**src/pkg/wake_defines.svh**
```systemverilog
// register offsets, field positions, codes and reset values of the wake logic
`ifndef WAKE_DEFINES_SVH
`define WAKE_DEFINES_SVH
`define ADDR_CTRL 8'h10
`define ADDR_THRESH_CTRL 8'h13
`define ADDR_THRESH_CFG 8'h14
`define CTRL_PD_HI 6
`define CTRL_PD_LO 4
`define TC_MODE_BIT 7
`define TC_COMBINE_BIT 6
`define CFG_CNTEN_BIT 3
`define SEL_NONE0 3'h0
`define SEL_TH_X 3'h1
`define SEL_TH_Y 3'h2
`define SEL_TH_Z 3'h3
`define SEL_NONE1 3'h4
`define SEL_CNT_X 3'h5
`define SEL_CNT_Y 3'h6
`define SEL_CNT_Z 3'h7
`define FIELD_RESET 6'h00
`define BYTE_RESET 8'h00
`define MODE_RESET 2'h0
`define HITS_MAX 6'h3F
`endif

```
**src/pkg/wake_pkg.sv**
```systemverilog
// types of the wake logic
package wake_pkg;
    typedef enum logic [1:0] {
        ST_IDLE,
        ST_FIRST,
        ST_WATCH
    } watch_state_t;
endpackage

```
**src/logic/axis_delta_detect.sv**
```systemverilog
// one axis: delta, threshold compare and detection counter
`timescale 1ns/100ps
`include "wake_defines.svh"
module axis_delta_detect #(
    parameter int SW = 12
) (
    input wire logic i_clk,
    input wire logic i_rst_n,
    input wire logic i_first,
    input wire logic i_sample_valid,
    input wire logic [SW-1:0] i_sample,
    input wire logic i_baseline_mode,
    input wire logic i_cnt_en,
    input wire logic [5:0] i_threshold,
    input wire logic [5:0] i_count,
    output logic o_satisfied
);
    logic [SW-1:0] ref_q;
    logic [5:0] hits_q;
    logic sat_q;
    logic [SW:0] diff;
    logic [SW:0] mag;
    logic event_hit;
    logic [6:0] need;
    logic [6:0] hits_next;
    assign diff = {i_sample[SW-1], i_sample} - {ref_q[SW-1], ref_q};
    assign mag = diff[SW] ? (~diff + 1'b1) : diff;
    assign event_hit = i_sample_valid && !i_first
        && (mag > {{(SW-5){1'b0}}, i_threshold});
    assign need = {1'b0, i_count} + 7'h01;
    assign hits_next = {1'b0, hits_q} + 7'h01;
    assign o_satisfied = sat_q;
    always_ff @(posedge i_clk) begin
        if (!i_rst_n || i_first && !i_sample_valid) begin
            ref_q <= '0;
            hits_q <= `FIELD_RESET;
            sat_q <= 1'b0;
        end else if (i_sample_valid) begin
            // baseline keeps the first sample, moving window the last one
            if (i_first || !i_baseline_mode) begin
                ref_q <= i_sample;
            end
            if (i_first) begin
                hits_q <= `FIELD_RESET;
                sat_q <= 1'b0;
            end else if (event_hit) begin
                if (!i_cnt_en || hits_next >= need) begin
                    sat_q <= 1'b1;
                end
                // saturate so a long burst never wraps back below the need
                if (hits_q != `HITS_MAX) begin
                    hits_q <= hits_next[5:0];
                end
            end
        end
    end
endmodule

```
**src/logic/shadow_regs.sv**
```systemverilog
// shadow registers reached through the 6-bit access field
`timescale 1ns/100ps
`include "wake_defines.svh"
module shadow_regs (
    input wire logic i_clk,
    input wire logic i_rst_n,
    input wire logic [2:0] i_sel,
    input wire logic i_wr,
    input wire logic [5:0] i_wdata,
    output logic [5:0] o_rdata,
    output logic [5:0] o_th_x,
    output logic [5:0] o_th_y,
    output logic [5:0] o_th_z,
    output logic [5:0] o_cnt_x,
    output logic [5:0] o_cnt_y,
    output logic [5:0] o_cnt_z
);
    logic [5:0] mem_q [0:7];
    always_ff @(posedge i_clk) begin
        if (!i_rst_n) begin
            for (int i = 0; i < 8; i++) begin
                mem_q[i] <= `FIELD_RESET;
            end
        end else if (i_wr && i_sel != `SEL_NONE0 && i_sel != `SEL_NONE1) begin
            mem_q[i_sel] <= i_wdata;
        end
    end
    assign o_rdata = mem_q[i_sel]; // unused slots never written, read zero
    assign o_th_x = mem_q[`SEL_TH_X];
    assign o_th_y = mem_q[`SEL_TH_Y];
    assign o_th_z = mem_q[`SEL_TH_Z];
    assign o_cnt_x = mem_q[`SEL_CNT_X];
    assign o_cnt_y = mem_q[`SEL_CNT_Y];
    assign o_cnt_z = mem_q[`SEL_CNT_Z];
endmodule

```
**src/logic/motion_wake_threshold_logic.sv**
```systemverilog
// top of the per-axis activity detection and wake combine logic
// Summary of operation
// - selector 010 reaches the Y threshold
// - selector 011 reaches the Z threshold
// - selector 101 reaches the X event count
// - selector 110 reaches the Y event count
// - selector 111 reaches the Z event count
// - required events equal stored count plus one
// - combine bit low: any active axis wakes
// - combine bit high: all active axes wake
// - powered-down axes drop out of combining
// - mode low: delta against previous sample
// - mode high: delta against stored baseline
// - event when axis delta exceeds threshold
// - baseline is first sample after watch entry
// - config low three bits pick shadow register
`timescale 1ns/100ps
`include "wake_defines.svh"
module motion_wake_threshold_logic #(
    parameter int SW = 12
) (
    input wire logic i_clk,
    input wire logic i_rst_n,
    input wire logic i_reg_wr,
    input wire logic i_reg_rd,
    input wire logic [7:0] i_reg_addr,
    input wire logic [7:0] i_reg_wdata,
    input wire logic i_watch_mode,
    input wire logic i_sample_valid,
    input wire logic [SW-1:0] i_sample_x,
    input wire logic [SW-1:0] i_sample_y,
    input wire logic [SW-1:0] i_sample_z,
    output logic [7:0] o_reg_rdata,
    output logic o_wake
);
    ////////////////////////////////////////////////////////////////////////
    logic [7:0] ctrl_q;
    logic [1:0] tc_hi_q;
    logic [7:0] cfg_q;
    logic [7:0] rdata_q;
    logic wake_q;
    wake_pkg::watch_state_t state_q;
    wake_pkg::watch_state_t state_d;
    logic [5:0] sh_rdata;
    logic [5:0] th_x, th_y, th_z, cnt_x, cnt_y, cnt_z;
    logic [2:0] sat;
    logic [2:0] active;
    logic any_hit;
    logic all_hit;
    logic wake_d;
    logic first;
    logic sh_wr;
    logic [7:0] rd_mux;
    logic [2:0] addr_hit;
    logic ctrl_wr;
    logic cfg_wr;
    ////////////////////////////////////////////////////////////////////////
    // register port
    // one-hot decode shared by the write strobes and the read mux
    function automatic logic [2:0] decode_addr(input logic [7:0] a);
        logic [2:0] hit;
        hit[0] = a == `ADDR_CTRL;
        hit[1] = a == `ADDR_THRESH_CTRL;
        hit[2] = a == `ADDR_THRESH_CFG;
        return hit;
    endfunction
    assign addr_hit = decode_addr(i_reg_addr);
    assign ctrl_wr = i_reg_wr && addr_hit[0];
    assign sh_wr = i_reg_wr && addr_hit[1];
    assign cfg_wr = i_reg_wr && addr_hit[2];
    // unmapped addresses fall through to zero
    assign rd_mux = addr_hit[0] ? ctrl_q :
        addr_hit[1] ? {tc_hi_q, sh_rdata} :
        addr_hit[2] ? cfg_q : `BYTE_RESET;
    always_ff @(posedge i_clk) begin
        if (!i_rst_n) begin
            ctrl_q <= `BYTE_RESET;
        end else if (ctrl_wr) begin
            ctrl_q <= i_reg_wdata;
        end
    end
    // only the mode and combine bits live here; the low six go to the shadows
    always_ff @(posedge i_clk) begin
        if (!i_rst_n) begin
            tc_hi_q <= `MODE_RESET;
        end else if (sh_wr) begin
            tc_hi_q <= i_reg_wdata[`TC_MODE_BIT:`TC_COMBINE_BIT];
        end
    end
    always_ff @(posedge i_clk) begin
        if (!i_rst_n) begin
            cfg_q <= `BYTE_RESET;
        end else if (cfg_wr) begin
            cfg_q <= i_reg_wdata;
        end
    end
    // read data is latched so it stands until the next read strobe
    always_ff @(posedge i_clk) begin
        if (!i_rst_n) begin
            rdata_q <= `BYTE_RESET;
        end else if (i_reg_rd) begin
            rdata_q <= rd_mux;
        end
    end
    shadow_regs u_shadow (
        .i_clk(i_clk),
        .i_rst_n(i_rst_n),
        .i_sel(cfg_q[2:0]),
        .i_wr(sh_wr),
        .i_wdata(i_reg_wdata[5:0]),
        .o_rdata(sh_rdata),
        .o_th_x(th_x),
        .o_th_y(th_y),
        .o_th_z(th_z),
        .o_cnt_x(cnt_x),
        .o_cnt_y(cnt_y),
        .o_cnt_z(cnt_z)
    );
    ////////////////////////////////////////////////////////////////////////
    // watch sequencing: first sample after entry becomes the baseline
    always_comb begin
        state_d = state_q;
        case (state_q)
            wake_pkg::ST_IDLE: begin
                if (i_watch_mode && i_sample_valid) begin
                    // a sample on the entry edge is already the baseline
                    state_d = wake_pkg::ST_WATCH;
                end else if (i_watch_mode) begin
                    state_d = wake_pkg::ST_FIRST;
                end
            end
            wake_pkg::ST_FIRST: begin
                if (!i_watch_mode) begin
                    state_d = wake_pkg::ST_IDLE;
                end else if (i_sample_valid) begin
                    state_d = wake_pkg::ST_WATCH;
                end
            end
            wake_pkg::ST_WATCH: begin
                if (!i_watch_mode) begin
                    state_d = wake_pkg::ST_IDLE;
                end
            end
            default: begin
                state_d = wake_pkg::ST_IDLE;
            end
        endcase
    end
    assign first = state_q != wake_pkg::ST_WATCH;
    always_ff @(posedge i_clk) begin
        if (!i_rst_n) begin
            state_q <= wake_pkg::ST_IDLE;
        end else begin
            state_q <= state_d;
        end
    end
    ////////////////////////////////////////////////////////////////////////
    // axes
    axis_delta_detect #(.SW(SW)) u_x (
        .i_clk(i_clk),
        .i_rst_n(i_rst_n),
        .i_first(first),
        .i_sample_valid(i_sample_valid && i_watch_mode),
        .i_sample(i_sample_x),
        .i_baseline_mode(tc_hi_q[1]),
        .i_cnt_en(cfg_q[`CFG_CNTEN_BIT]),
        .i_threshold(th_x),
        .i_count(cnt_x),
        .o_satisfied(sat[0])
    );
    axis_delta_detect #(.SW(SW)) u_y (
        .i_clk(i_clk),
        .i_rst_n(i_rst_n),
        .i_first(first),
        .i_sample_valid(i_sample_valid && i_watch_mode),
        .i_sample(i_sample_y),
        .i_baseline_mode(tc_hi_q[1]),
        .i_cnt_en(cfg_q[`CFG_CNTEN_BIT]),
        .i_threshold(th_y),
        .i_count(cnt_y),
        .o_satisfied(sat[1])
    );
    axis_delta_detect #(.SW(SW)) u_z (
        .i_clk(i_clk),
        .i_rst_n(i_rst_n),
        .i_first(first),
        .i_sample_valid(i_sample_valid && i_watch_mode),
        .i_sample(i_sample_z),
        .i_baseline_mode(tc_hi_q[1]),
        .i_cnt_en(cfg_q[`CFG_CNTEN_BIT]),
        .i_threshold(th_z),
        .i_count(cnt_z),
        .o_satisfied(sat[2])
    );
    ////////////////////////////////////////////////////////////////////////
    // combine; with all axes down nothing can wake, even in and mode
    assign active = ~ctrl_q[`CTRL_PD_HI:`CTRL_PD_LO];
    assign any_hit = |(sat & active);
    assign all_hit = (|active) && ((sat & active) == active);
    assign wake_d = i_watch_mode && (tc_hi_q[0] ? all_hit : any_hit);
    always_ff @(posedge i_clk) begin
        if (!i_rst_n) begin
            wake_q <= 1'b0;
        end else begin
            wake_q <= wake_d;
        end
    end
    assign o_reg_rdata = rdata_q;
    assign o_wake = wake_q;
endmodule

```
**config.mk**
```make
export PLATFORM = sky130hd
export DESIGN_NAME = motion_wake_threshold_logic
export DESIGN_NICKNAME = d
export VERILOG_FILES = /design/src/pkg/wake_pkg.sv /design/src/logic/axis_delta_detect.sv /design/src/logic/shadow_regs.sv /design/src/logic/motion_wake_threshold_logic.sv
export VERILOG_INCLUDE_DIRS = /design/src /design/src/pkg
export SDC_FILE = /design/constraint.sdc
export NUM_CORES = 1
export LEC_CHECK = 0
export BUFFER_PORTS_ARGS = -buffer_cell sky130_fd_sc_hd__buf_2
export CAP_MARGIN = 10
export CELL_PAD_IN_SITES_DETAIL_PLACEMENT = 1
export CELL_PAD_IN_SITES_GLOBAL_PLACEMENT = 1
export CORE_UTILIZATION = 25
export CTS_CLUSTER_SIZE = 16
export DETAILED_ROUTE_END_ITERATION = 10
export PLACE_DENSITY = 0.44
export SLEW_MARGIN = 20
export SYNTH_ARGS = -nofsm -noshare
export SYNTH_HDL_FRONTEND = slang
export SYNTH_SLANG_ARGS = --single-unit
export TNS_END_PERCENT = 1
```
**constraint.sdc**
```tcl
create_clock -name i_clk -period 4.65 [get_ports i_clk]
set_clock_uncertainty 0.15 [all_clocks]
set_input_delay 0 -clock i_clk [delete_from_list [all_inputs] [get_ports i_clk]]
set_output_delay 0 -clock i_clk [all_outputs]
set_load 0.1 [all_outputs]
```
==> impl_metrics.json, run 1 <==
{
  "status": "completed",
  "layout-drive-gt1-share_pct": 13.10,
  "slew_headroom_pct": 38.98,
  "syn_avg_cell_area_sq_um": 8.585,
  "timing.rr.end": "u_y.hits_q[1]",
  "path_clk_slew_ns": 0.07,
  "seqPwrFrac_pct": 38.8,
  "dp_hpwl_um": 21000,
  "core.rowCount": 71,
  "clockBufferDepth": 2,
  "firstDrtPassIters": 4,
  "instances_no_fill": 1771,
  "p_sw_uw": 1071,
  "worst-setup-path-type": "reg2reg",
  "r2r-start": "u_y.ref_q[0]",
  "min_path_cells": 2,
  "end_kind": "flip-flop",
  "cpMostUsedCell": "o21ai_0",
  "antenna_found_initial": 2,
  "insertion_delay_ns": 0.44,
  "placed_area_sq_um": 10540,
  "hold_viol_final": 0,
  "initial_core_util_pct": 25.41,
  "worst-path-max-fanout": 13,
  "power_frac_comb_pct": 19.7,
  "fp.dieArea_sq_um": 38970,
  "synthCells": 1112,
  "n_fill_cell": 4427,
  "slew_viol_final": 0,
  "final.setup.tns_ns": 0,
  "die_y_um": 197.4,
  "clock-sinks": 137,
  "gp_congestion": 0.7457,
  "cp-start-kind": "flip-flop",
  "wl_per_cell_um": 16.25,
  "overflow": 0,
  "io_pins": 67,
  "reg2regPathDepth": 19,
  "cts_max_level": 4,
  "wirelength_um": 28780,
  "timing.fmax_mhz": 236.3,
  "die_w_um": 197.4,
  "ir_drop_v": 0.0002568,
  "p_int_uw": 2251,
  "syn-cell-area_sq_um": 9547,
  "critPathSlowestCell": "or4b_2",
  "critPathMaxStageDelay_ns": 0.61,
  "grt_use_total_pct": 15.28,
  "grt_pass1_wl_um": 46550,
  "finalCritPeriodShare_pct": 91.02,
  "leakage_uw": 0.004559,
  "final_common_cell": "nand2_1",
  "diodes": 0,
  "rsz0062_at_grt": "false",
  "power.share.clock_pct": 41.6,
  "vias": 8379,
  "power.density_nw_per_um2": 282.0,
  "ys_types": 77,
  "vias_per_cell": 4.731,
  "cts_tree": "done",
  "syn_to_final_growth_pct": 23.36,
  "required_ns": 4.86,
  "finalWorstSetupSlack_ns": 0.4174,
  "grt_pass1_vias": 8506,
  "regArea_sq_um": 3223,
  "cp.arrival_ns": 4.45,
  "worstHoldEndpoint": "u_shadow.mem_q[4][1]",
  "core-area_sq_um": 37580,
  "multiInputGateArea_sq_um": 5949,
  "layout_common_cells": "nand2_1 (143), a21oi_1 (102), dfxtp_1 (89)",
  "async_reset_ff_share_pct": 0,
  "yosys_warnings": 0,
  "fin_crit_ns": 4.233,
  "ys_seq_area_share_pct": 33.76,
  "cts_buffers": 17,
  "min_from": "i_rst_n",
  "drtAntennaViolNets": 0,
  "port_buffers": 66,
  "switching_share_pct": 32.24,
  "synth_ff_type": "dfxtp_1",
  "finalInstanceArea_sq_um": 11780,
  "ys_seq_elements": 137,
  "tightestPinTransition_ns": 0.9058,
  "drt_first_iter_violations": 295,
  "synth-edff-count": 48,
  "placedCellCount": 1674,
  "grt_max_degree": 37,
  "preCtsSetupSlack_ns": 0.3106,
  "rrSetupSlack_ns": 0.42,
  "hold_path_class": "in2reg",
  "drv_cap": 0,
  "setup_viol": 0,
  "root_buffer": "clkbuf_16",
  "worstPathCellList": "ha_1 -> fa_1 -> nor2b_1 -> o211a_1 -> o21a_1 -> o21ai_0 -> a21oi_1 -> buf_4 -> nor2_1 -> xor2_1 -> ha_1 -> nand3_1 -> o21ai_0 -> o21ai_0 -> nand2_1 -> nor4b_2 -> buf_4 -> or4b_2 -> a21oi_1",
  "drc": 0,
  "nets": 1392
}
[state kept, by name (all words and copies together), names as in the netlist, 2 cells and up, named ones only]
signal and count:
o_reg_rdata 8, u_z.ref_q 12, tc_hi_q 2, ctrl_q 8, u_y.ref_q 12, u_x.hits_q 6, u_x.ref_q 12, u_shadow.mem_q 48
u_z.hits_q 6, state_q 2, cfg_q 8, u_y.hits_q 6
[power groups by stage]
stage	registers [uW]	logic, uW	clock network [uW]
finish	1290	653	1380
global route	1290	737	1470
CTS	1290	665	1440
detailed placement	1320	626	0
global placement	1320	625	0
floorplan	1330	417	0
[how the worst max path moves through the flow]
stage,slack (ns),startpoint,to
2_1_floorplan,0.54,u_z.ref_q[0],u_z.hits_q[5]
3_3_place_gp,0.38,u_z.ref_q[0],u_z.hits_q[1]
3_5_place_dp,0.31,u_z.ref_q[0],u_z.hits_q[1]
4_1_cts,0.27,u_z.ref_q[0],u_z.hits_q[1]
5_1_grt,0.004,u_z.ref_q[0],u_z.hits_q[1]
6_report,0.42,u_y.ref_q[0],u_y.hits_q[1]
[kinds of logic (layout without fill, tap and decap cells)]
logic type,after synthesis,after routing,synth area share (%)
xor gates and xnor gates,60,60,5.505
adders and majority gates,87,87,11.64
AOI/OAI and AO/OA,272,272,18.90
DFF,137,137,33.76
muxes,25,25,4.286
other,1,12,0.03928
and+or+nand+nor,409,409,20.98
buffers and inverters,121,258,4.889
[cell usage after synthesis (5+ instances only)]
master,count,share of area [%]
o211a_1,5,0.52
nand2b_1,21,1.4
a222oi_1,8,0.84
edfxtp_1,48,15
or4_1,8,0.63
mux2_2,7,0.83
a41o_1,5,0.52
nor3_1,18,0.94
and3_1,13,0.85
nand3_1,53,2.8
xnor2_1,28,2.6
nor2b_1,16,1.0
clkbuf_1,31,1.2
a211oi_1,15,1.2
inv_1,81,3.2
mux4_2,12,2.8
nor2_1,63,2.5
o21ai_0,40,2.1
a21o_1,9,0.71
and2_1,38,2.5
o21a_1,12,0.94
a21oi_1,103,5.4
a31oi_1,13,0.85
or2_2,8,0.52
xor2_1,32,2.9
o22ai_1,7,0.46
or3_1,5,0.33
ha_1,84,11
mux2i_1,6,0.63
nand2_1,143,5.6
dfxtp_1,89,19
o211ai_1,10,0.79
[per-stage QoR]
step | power (uW) | hold slack [ns] | utilization [%]
4_1_cts | 3395 | 0.02238 | 31.30
5_1_grt | 3502 | 0.06935 | 31.34
3_5_place_dp | 1942 | 0.06336 | 28.06
6_report | 3321 | 0.04312 | 31.34
2_1_floorplan | 1748 | -0.07321 | -
3_3_place_gp | 1941 | 0.06778 | 28.06
[routing by layer]
layer	GRT usage, %	up-vias	share of wire (%)
li1	-	4249	-
met1	21.15	4025	50
met2	24.67	92	46
met3	2.493	13	3.1
met4	3.646	0	0.83
met5	0	-	0
[critical path: cells and delay by family, from the launching register on]
family,cells,cell delay (ns)
AO/OA/AOI/OAI,7,1.13
buffers and inverters,2,0.37
flip-flops,1,0.32
adder cells (fa/ha/maj),3,0.91
AND/OR/NAND/NOR,6,1.13
XOR/XNOR,1,0.14
[timing repair]
| item | CTS | global route |
|---|---|---|
| resized for setup | 0 | 4 |
| hold endpoints to repair | 104 | 0 |
| buffers inserted | 0 | 1 |
| hold buffers | 64 | 0 |
| endpoints found under the setup margin | 0 | 7 |
[cell type report]
cell class	count	share of cell area (%)
multi-input combinational	865	50.52
clock inverter	15	1.286
timing repair buffer	144	9.169
tap	511	5.429
inverter	82	2.614
sequential	137	27.37
clock buffer	17	3.612
(Power assumes the default switching activity.)
==> inputs of run 2 (changes only) <==
--- a/config.mk
+++ b/config.mk
@@ -14,6 +14,8 @@
 export CTS_CLUSTER_SIZE = 16
 export DETAILED_ROUTE_END_ITERATION = 10
 export PLACE_DENSITY = 0.44
+export RECOVER_POWER = 100
+export SETUP_SLACK_MARGIN = 0.4
 export SLEW_MARGIN = 20
 export SYNTH_ARGS = -nofsm -noshare
 export SYNTH_HDL_FRONTEND = slang
==> impl_metrics.json, run 2 (synthesis results as in run 1) <==
{
  "initial_core_util_pct": 25.41,
  "dp_hpwl_um": 21000,
  "required_ns": 4.86,
  "wirelength_um": 29100,
  "timing.fmax_mhz": 238.1,
  "worstHoldEndpoint": "u_y.ref_q[8]",
  "cts_buffers": 17,
  "finalInstanceArea_sq_um": 11870,
  "core-area_sq_um": 37580,
  "status": "complete, but fails checks",
  "tightestPinTransition_ns": 2.268,
  "finalCoreUtilization_pct": 31.58,
  "hold_viol_final": 0,
  "grt_max_degree": 37,
  "switching_share_pct": 32.39,
  "cp.arrival_ns": 4.41,
  "antenna_found_initial": 2,
  "fin_crit_ns": 4.199,
  "largest_reg_flops": 48,
  "die_w_um": 197.4,
  "drc": 0,
  "finalCritPeriodShare_pct": 90.31,
  "cp-start-kind": "flip-flop",
  "timing.rr.end": "u_y.hits_q[1]",
  "ir_drop_v": 0.0002574,
  "reg2regPathDepth": 19,
  "r2r-start": "u_y.ref_q[0]",
  "nets": 1399,
  "slew_viol_final": 37,
  "io_pins": 67,
  "min_from": "i_sample_y[8]",
  "clock-sinks": 137,
  "overflow": 0,
  "vias_per_cell": 4.765,
  "min_path_cells": 4,
  "rsz0062_at_grt": "true",
  "final_common_cell": "nand2_1",
  "syn_to_final_growth_pct": 24.31,
  "diodes": 0,
  "vias": 8472,
  "final.setup.tns_ns": 0,
  "layout_common_cells": "nand2_1 (143), a21oi_1 (99), dfxtp_1 (88)",
  "n_fill_cell": 4435,
  "die_y_um": 197.4,
  "grt_pass1_vias": 8560,
  "worst-path-max-fanout": 13,
  "drv_cap": 1,
  "cts_max_level": 4,
  "layout-drive-gt1-share_pct": 12.94,
  "wl_per_cell_um": 16.37,
  "regMostFlops": "u_shadow.mem_q",
  "slew_headroom_pct": -51.23,
  "path_clk_slew_ns": 0.07,
  "drt_first_iter_violations": 279,
  "power.share.clock_pct": 41.2,
  "insertion_delay_ns": 0.45,
  "seqPwrFrac_pct": 38.4,
  "clockBufferDepth": 2,
  "grt_pass1_wl_um": 46760,
  "end_kind": "flip-flop",
  "worst-setup-path-type": "reg2reg",
  "rrSetupSlack_ns": 0.45,
  "drtAntennaViolNets": 0,
  "port_buffers": 66,
  "power_frac_comb_pct": 20.4,
  "setup_viol": 0,
  "p_sw_uw": 1087,
  "power.density_nw_per_um2": 282.7,
  "power_uw": 3355,
  "root_buffer": "clkbuf_16",
  "leakage_uw": 0.004524,
  "gp_congestion": 0.7457,
  "p_int_uw": 2268,
  "firstDrtPassIters": 4,
  "failed_checks": "capacitance limit, slew limit",
  "core.rowCount": 71,
  "hold_path_class": "in2reg",
  "placed_area_sq_um": 10540,
  "fp.dieArea_sq_um": 38970,
  "cts_tree": "done",
  "grt_use_total_pct": 15.37
}
-- run 2: changes by cell type in the layout (fill, tap and decap cells not counted), sizes merged --
cell | before | now
clkbuf | 17 | 35
buf | 80 | 68
clkdlybuf4s15 | 0 | 1
-- run 2: final cells by class --
| type | instances | area, sq um | area share (%) |
|---|---|---|---|
| sequential | 137 | 3224 | 27.17 |
| inverter | 82 | 307.8 | 2.594 |
| clock buffer | 17 | 425.4 | 3.585 |
| tap | 511 | 639.4 | 5.387 |
| timing repair buffer | 151 | 1099 | 9.257 |
| multi-input combinational | 865 | 6021 | 50.73 |
| clock inverter | 15 | 151.4 | 1.276 |
-- run 2: power by group through the flow --
stage	clock (uW)	combinational (uW)	sequential [uW]
6_report	1380	683	1290
5_1_grt	1470	769	1290
4_1_cts	1440	674	1290
3_5_place_dp	0	626	1320
3_3_place_gp	0	625	1320
2_1_floorplan	0	417	1330
-- run 2: what timing repair did --
| action | in CTS | in global routing |
|---|---|---|
| gates cloned | 2 | 0 |
| hold endpoints to repair | 104 | 0 |
| setup endpoints to repair | 8 | 21 |
| pin swaps | 12 | 19 |
| hold buffers | 64 | 0 |
| setup buffers | 3 | 3 |
| resized for setup | 9 | 24 |
-- run 2: metal layers --
layer	routed length, um	track usage, %
met3	761	2.493
met4	258	3.646
met2	13390	24.99
met5	0	0
met1	14690	21.14
-- run 2: how the worst max path moves through the flow --
| stage | start | endpoint | slack, ns | cells after the start |
|---|---|---|---|---|
| final | u_y.ref_q[0] | u_y.hits_q[1] | 0.45 | 19 |
| after global routing | u_x.ref_q[6] | u_x.o_satisfied | 0.16 | 16 |
| after detailed placement | u_z.ref_q[0] | u_z.hits_q[1] | 0.31 | 21 |
| after global placement | u_z.ref_q[0] | u_z.hits_q[1] | 0.38 | 21 |
| after floorplan | u_z.ref_q[0] | u_z.hits_q[5] | 0.54 | 21 |
| after CTS | u_z.ref_q[0] | u_z.hits_q[1] | 0.33 | 21 |
-- run 2: per-stage QoR --
| step | setup WS [ns] | cells | hold slack (ns) |
|---|---|---|---|
| floorplan | 0.5389 | 1123 | -0.07321 |
| global placement | 0.3800 | 1674 | 0.06778 |
| detailed placement | 0.3106 | 1674 | 0.06336 |
| CTS | 0.3339 | 1775 | 0.02238 |
| global route | 0.1613 | 1778 | 0.2102 |
| finish | 0.4506 | 1778 | 0.2143 |
-- run 2: critical path, stage by stage (launching register included) --
cell and delay [ns]:
dfxtp_1 0.32, ha_1 0.21, fa_1 0.42, nor2b_1 0.22, o211a_1 0.20, o21a_2 0.20, o21ai_1 0.10, a21oi_1 0.15
buf_4 0.18, nor2_1 0.07, xor2_1 0.14, ha_1 0.28, nand3_1 0.08, o21ai_0 0.14, o21ai_0 0.10, nand2_1 0.08
nor4b_1 0.05, clkbuf_2 0.24, or4b_2 0.65, a21oi_1 0.14
==> inputs of run 3 (changes only) <==
--- a/config.mk
+++ b/config.mk
@@ -15,6 +15,7 @@
 export DETAILED_ROUTE_END_ITERATION = 10
 export PLACE_DENSITY = 0.44
 export RECOVER_POWER = 100
+export REMOVE_ABC_BUFFERS = 1
 export SETUP_SLACK_MARGIN = 0.4
 export SLEW_MARGIN = 20
 export SYNTH_ARGS = -nofsm -noshare
==> impl_metrics.json, run 3 (synthesis results as in run 1) <==
{
  "status": "complete, but fails checks",
  "failed_checks": "capacitance limit, slew limit",
  "fin_crit_ns": 4.193,
  "finalCritPeriodShare_pct": 90.18,
  "core-area_sq_um": 37580,
  "final.setup.tns_ns": 0,
  "vias_per_cell": 4.735,
  "drtAntennaViolNets": 0,
  "overflow": 0,
  "crit_buf_inv": 2,
  "cts_buffers": 17,
  "worstPathCellList": "ha_2 -> fa_2 -> nor2b_1 -> o211ai_1 -> a211oi_1 -> o21ai_2 -> o21ai_1 -> buf_4 -> nor2_1 -> xnor2_1 -> ha_1 -> a21oi_2 -> o22ai_1 -> o21a_1 -> o22ai_2 -> o21ai_2 -> nor4b_2 -> o211ai_1 -> clkbuf_1 -> a21bo_2 -> a21oi_2",
  "end_kind": "flip-flop",
  "clock-sinks": 137,
  "port_buffers": 66,
  "rsz0062_at_grt": "true",
  "initial_core_util_pct": 25.41,
  "fin_hold_ws_ns": 0.2005,
  "ir_drop_v": 0.0002048,
  "finalWorstSetupSlack_ns": 0.4568,
  "power.density_nw_per_um2": 283.7,
  "worst-path-stages": 21,
  "grt_pass1_wl_um": 46790,
  "syn_to_final_growth_pct": 24.68,
  "clockBufferDepth": 2,
  "min_from": "i_sample_y[9]",
  "regMostFlops": "u_shadow.mem_q",
  "fp.dieArea_sq_um": 38970,
  "drc": 0,
  "gp_congestion": 0.7330,
  "tightestPinTransition_ns": 2.117,
  "cts_max_level": 4,
  "setup_viol": 0,
  "min_path_cells": 4,
  "worst-setup-path-type": "reg2reg",
  "instances_no_fill": 1782,
  "path_clk_slew_ns": 0.07,
  "drv_cap": 1,
  "placedCellCount": 1673,
  "cp-start-kind": "flip-flop",
  "hold_path_class": "in2reg",
  "wirelength_um": 29260,
  "r2r-start": "u_z.ref_q[0]",
  "cp_top_family": "compound AO/OA/AOI/OAI gates",
  "largest_reg_flops": 48,
  "insertion_delay_ns": 0.44,
  "diodes": 0,
  "drt_first_iter_violations": 347,
  "timing.fmax_mhz": 238.5,
  "nets": 1403,
  "core.rowCount": 71,
  "final_common_cell": "nand2_1",
  "hold_viol_final": 0,
  "layout_common_cells": "nand2_1 (143), a21oi_1 (96), dfxtp_1 (88)",
  "vias": 8437,
  "reg2regPathDepth": 21,
  "die_w_um": 197.4,
  "finalInstanceArea_sq_um": 11900,
  "root_buffer": "clkbuf_16",
  "cp.arrival_ns": 4.40,
  "preCtsSetupSlack_ns": 0.2765,
  "cp-startpoint": "u_z.ref_q[0]",
  "critPathSlowestCell": "fa_2",
  "dp_hpwl_um": 20790,
  "grt_pass1_vias": 8578,
  "cts_tree": "done",
  "worst-path-max-fanout": 7,
  "critPathMaxStageDelay_ns": 0.35,
  "n_fill_cell": 4469,
  "antenna_found_initial": 0,
  "wl_per_cell_um": 16.42,
  "grt_max_degree": 37,
  "leakage_uw": 0.004517,
  "grt_use_total_pct": 15.48,
  "layout-drive-gt1-share_pct": 13.77,
  "slew_headroom_pct": -41.14,
  "io_pins": 67,
  "placed_area_sq_um": 10530,
  "die_y_um": 197.4,
  "required_ns": 4.86,
  "slew_viol_final": 37,
  "firstDrtPassIters": 6
}
==> run 3: per-layer routing <==
layer  up-vias  track usage (%)  wire length, um
met2       100            24.78            13380
met5         -                0                0
li1       4269                -                -
met4         0            3.618              218
met3        11            3.346             1021
met1      4057            21.12            14640
==> run 3: final timing paths <==
path                   endpoint  slack, ns
hold reg to reg    u_z.ref_q[6]       0.31
setup / recovery  u_z.hits_q[1]       0.46
setup reg to reg  u_z.hits_q[1]       0.46
hold / removal     u_y.ref_q[9]       0.20
==> run 3: what timing repair did <==
| item | CTS | global route |
|---|---|---|
| gates resized for setup | 14 | 34 |
| endpoints found under the setup margin | 9 | 21 |
| endpoints found under the hold margin | 105 | 0 |
| setup buffers | 5 | 9 |
| hold buffers | 60 | 0 |
| gates cloned | 2 | 1 |
| pin swaps | 6 | 20 |
==> run 3: cell type report <==
cell class	count	area (sq um)	share of cell area (%)
inverter	82	307.8	2.586
multi-input combinational	865	6036	50.71
sequential	137	3224	27.09
clock inverter	15	155.1	1.303
clock buffer	17	425.4	3.574
timing repair buffer	155	1115	9.366
tap	511	639.4	5.372
==> run 3: where the power goes <==
group	leakage [uW]	switching [uW]	total, uW	internal, uW
Clock	0.000281	644	1400	760
Combinational	0.00303	396	683	287
Sequential	0.00121	21.1	1290	1270
==> run 3: metrics by stage <==
| stage | total power, uW | utilization, % |
|---|---|---|
| 6_report | 3377 | 31.68 |
| 5_1_grt | 3576 | 31.68 |
| 3_3_place_gp | 1934 | 28.02 |
| 3_5_place_dp | 1935 | 28.02 |
| 4_1_cts | 3426 | 31.42 |
| 2_1_floorplan | 1738 | - |
==> run 3: worst register-to-register path: stages (launching register included) <==
cell	delay [ns]
dfxtp_1	0.31
ha_2	0.18
fa_2	0.35
nor2b_1	0.15
o211ai_1	0.16
a211oi_1	0.35
o21ai_2	0.09
o21ai_1	0.14
buf_4	0.16
nor2_1	0.06
xnor2_1	0.12
ha_1	0.35
a21oi_2	0.13
o22ai_1	0.08
o21a_1	0.18
o22ai_2	0.10
o21ai_2	0.07
nor4b_2	0.22
o211ai_1	0.14
clkbuf_1	0.25
a21bo_2	0.25
a21oi_2	0.12
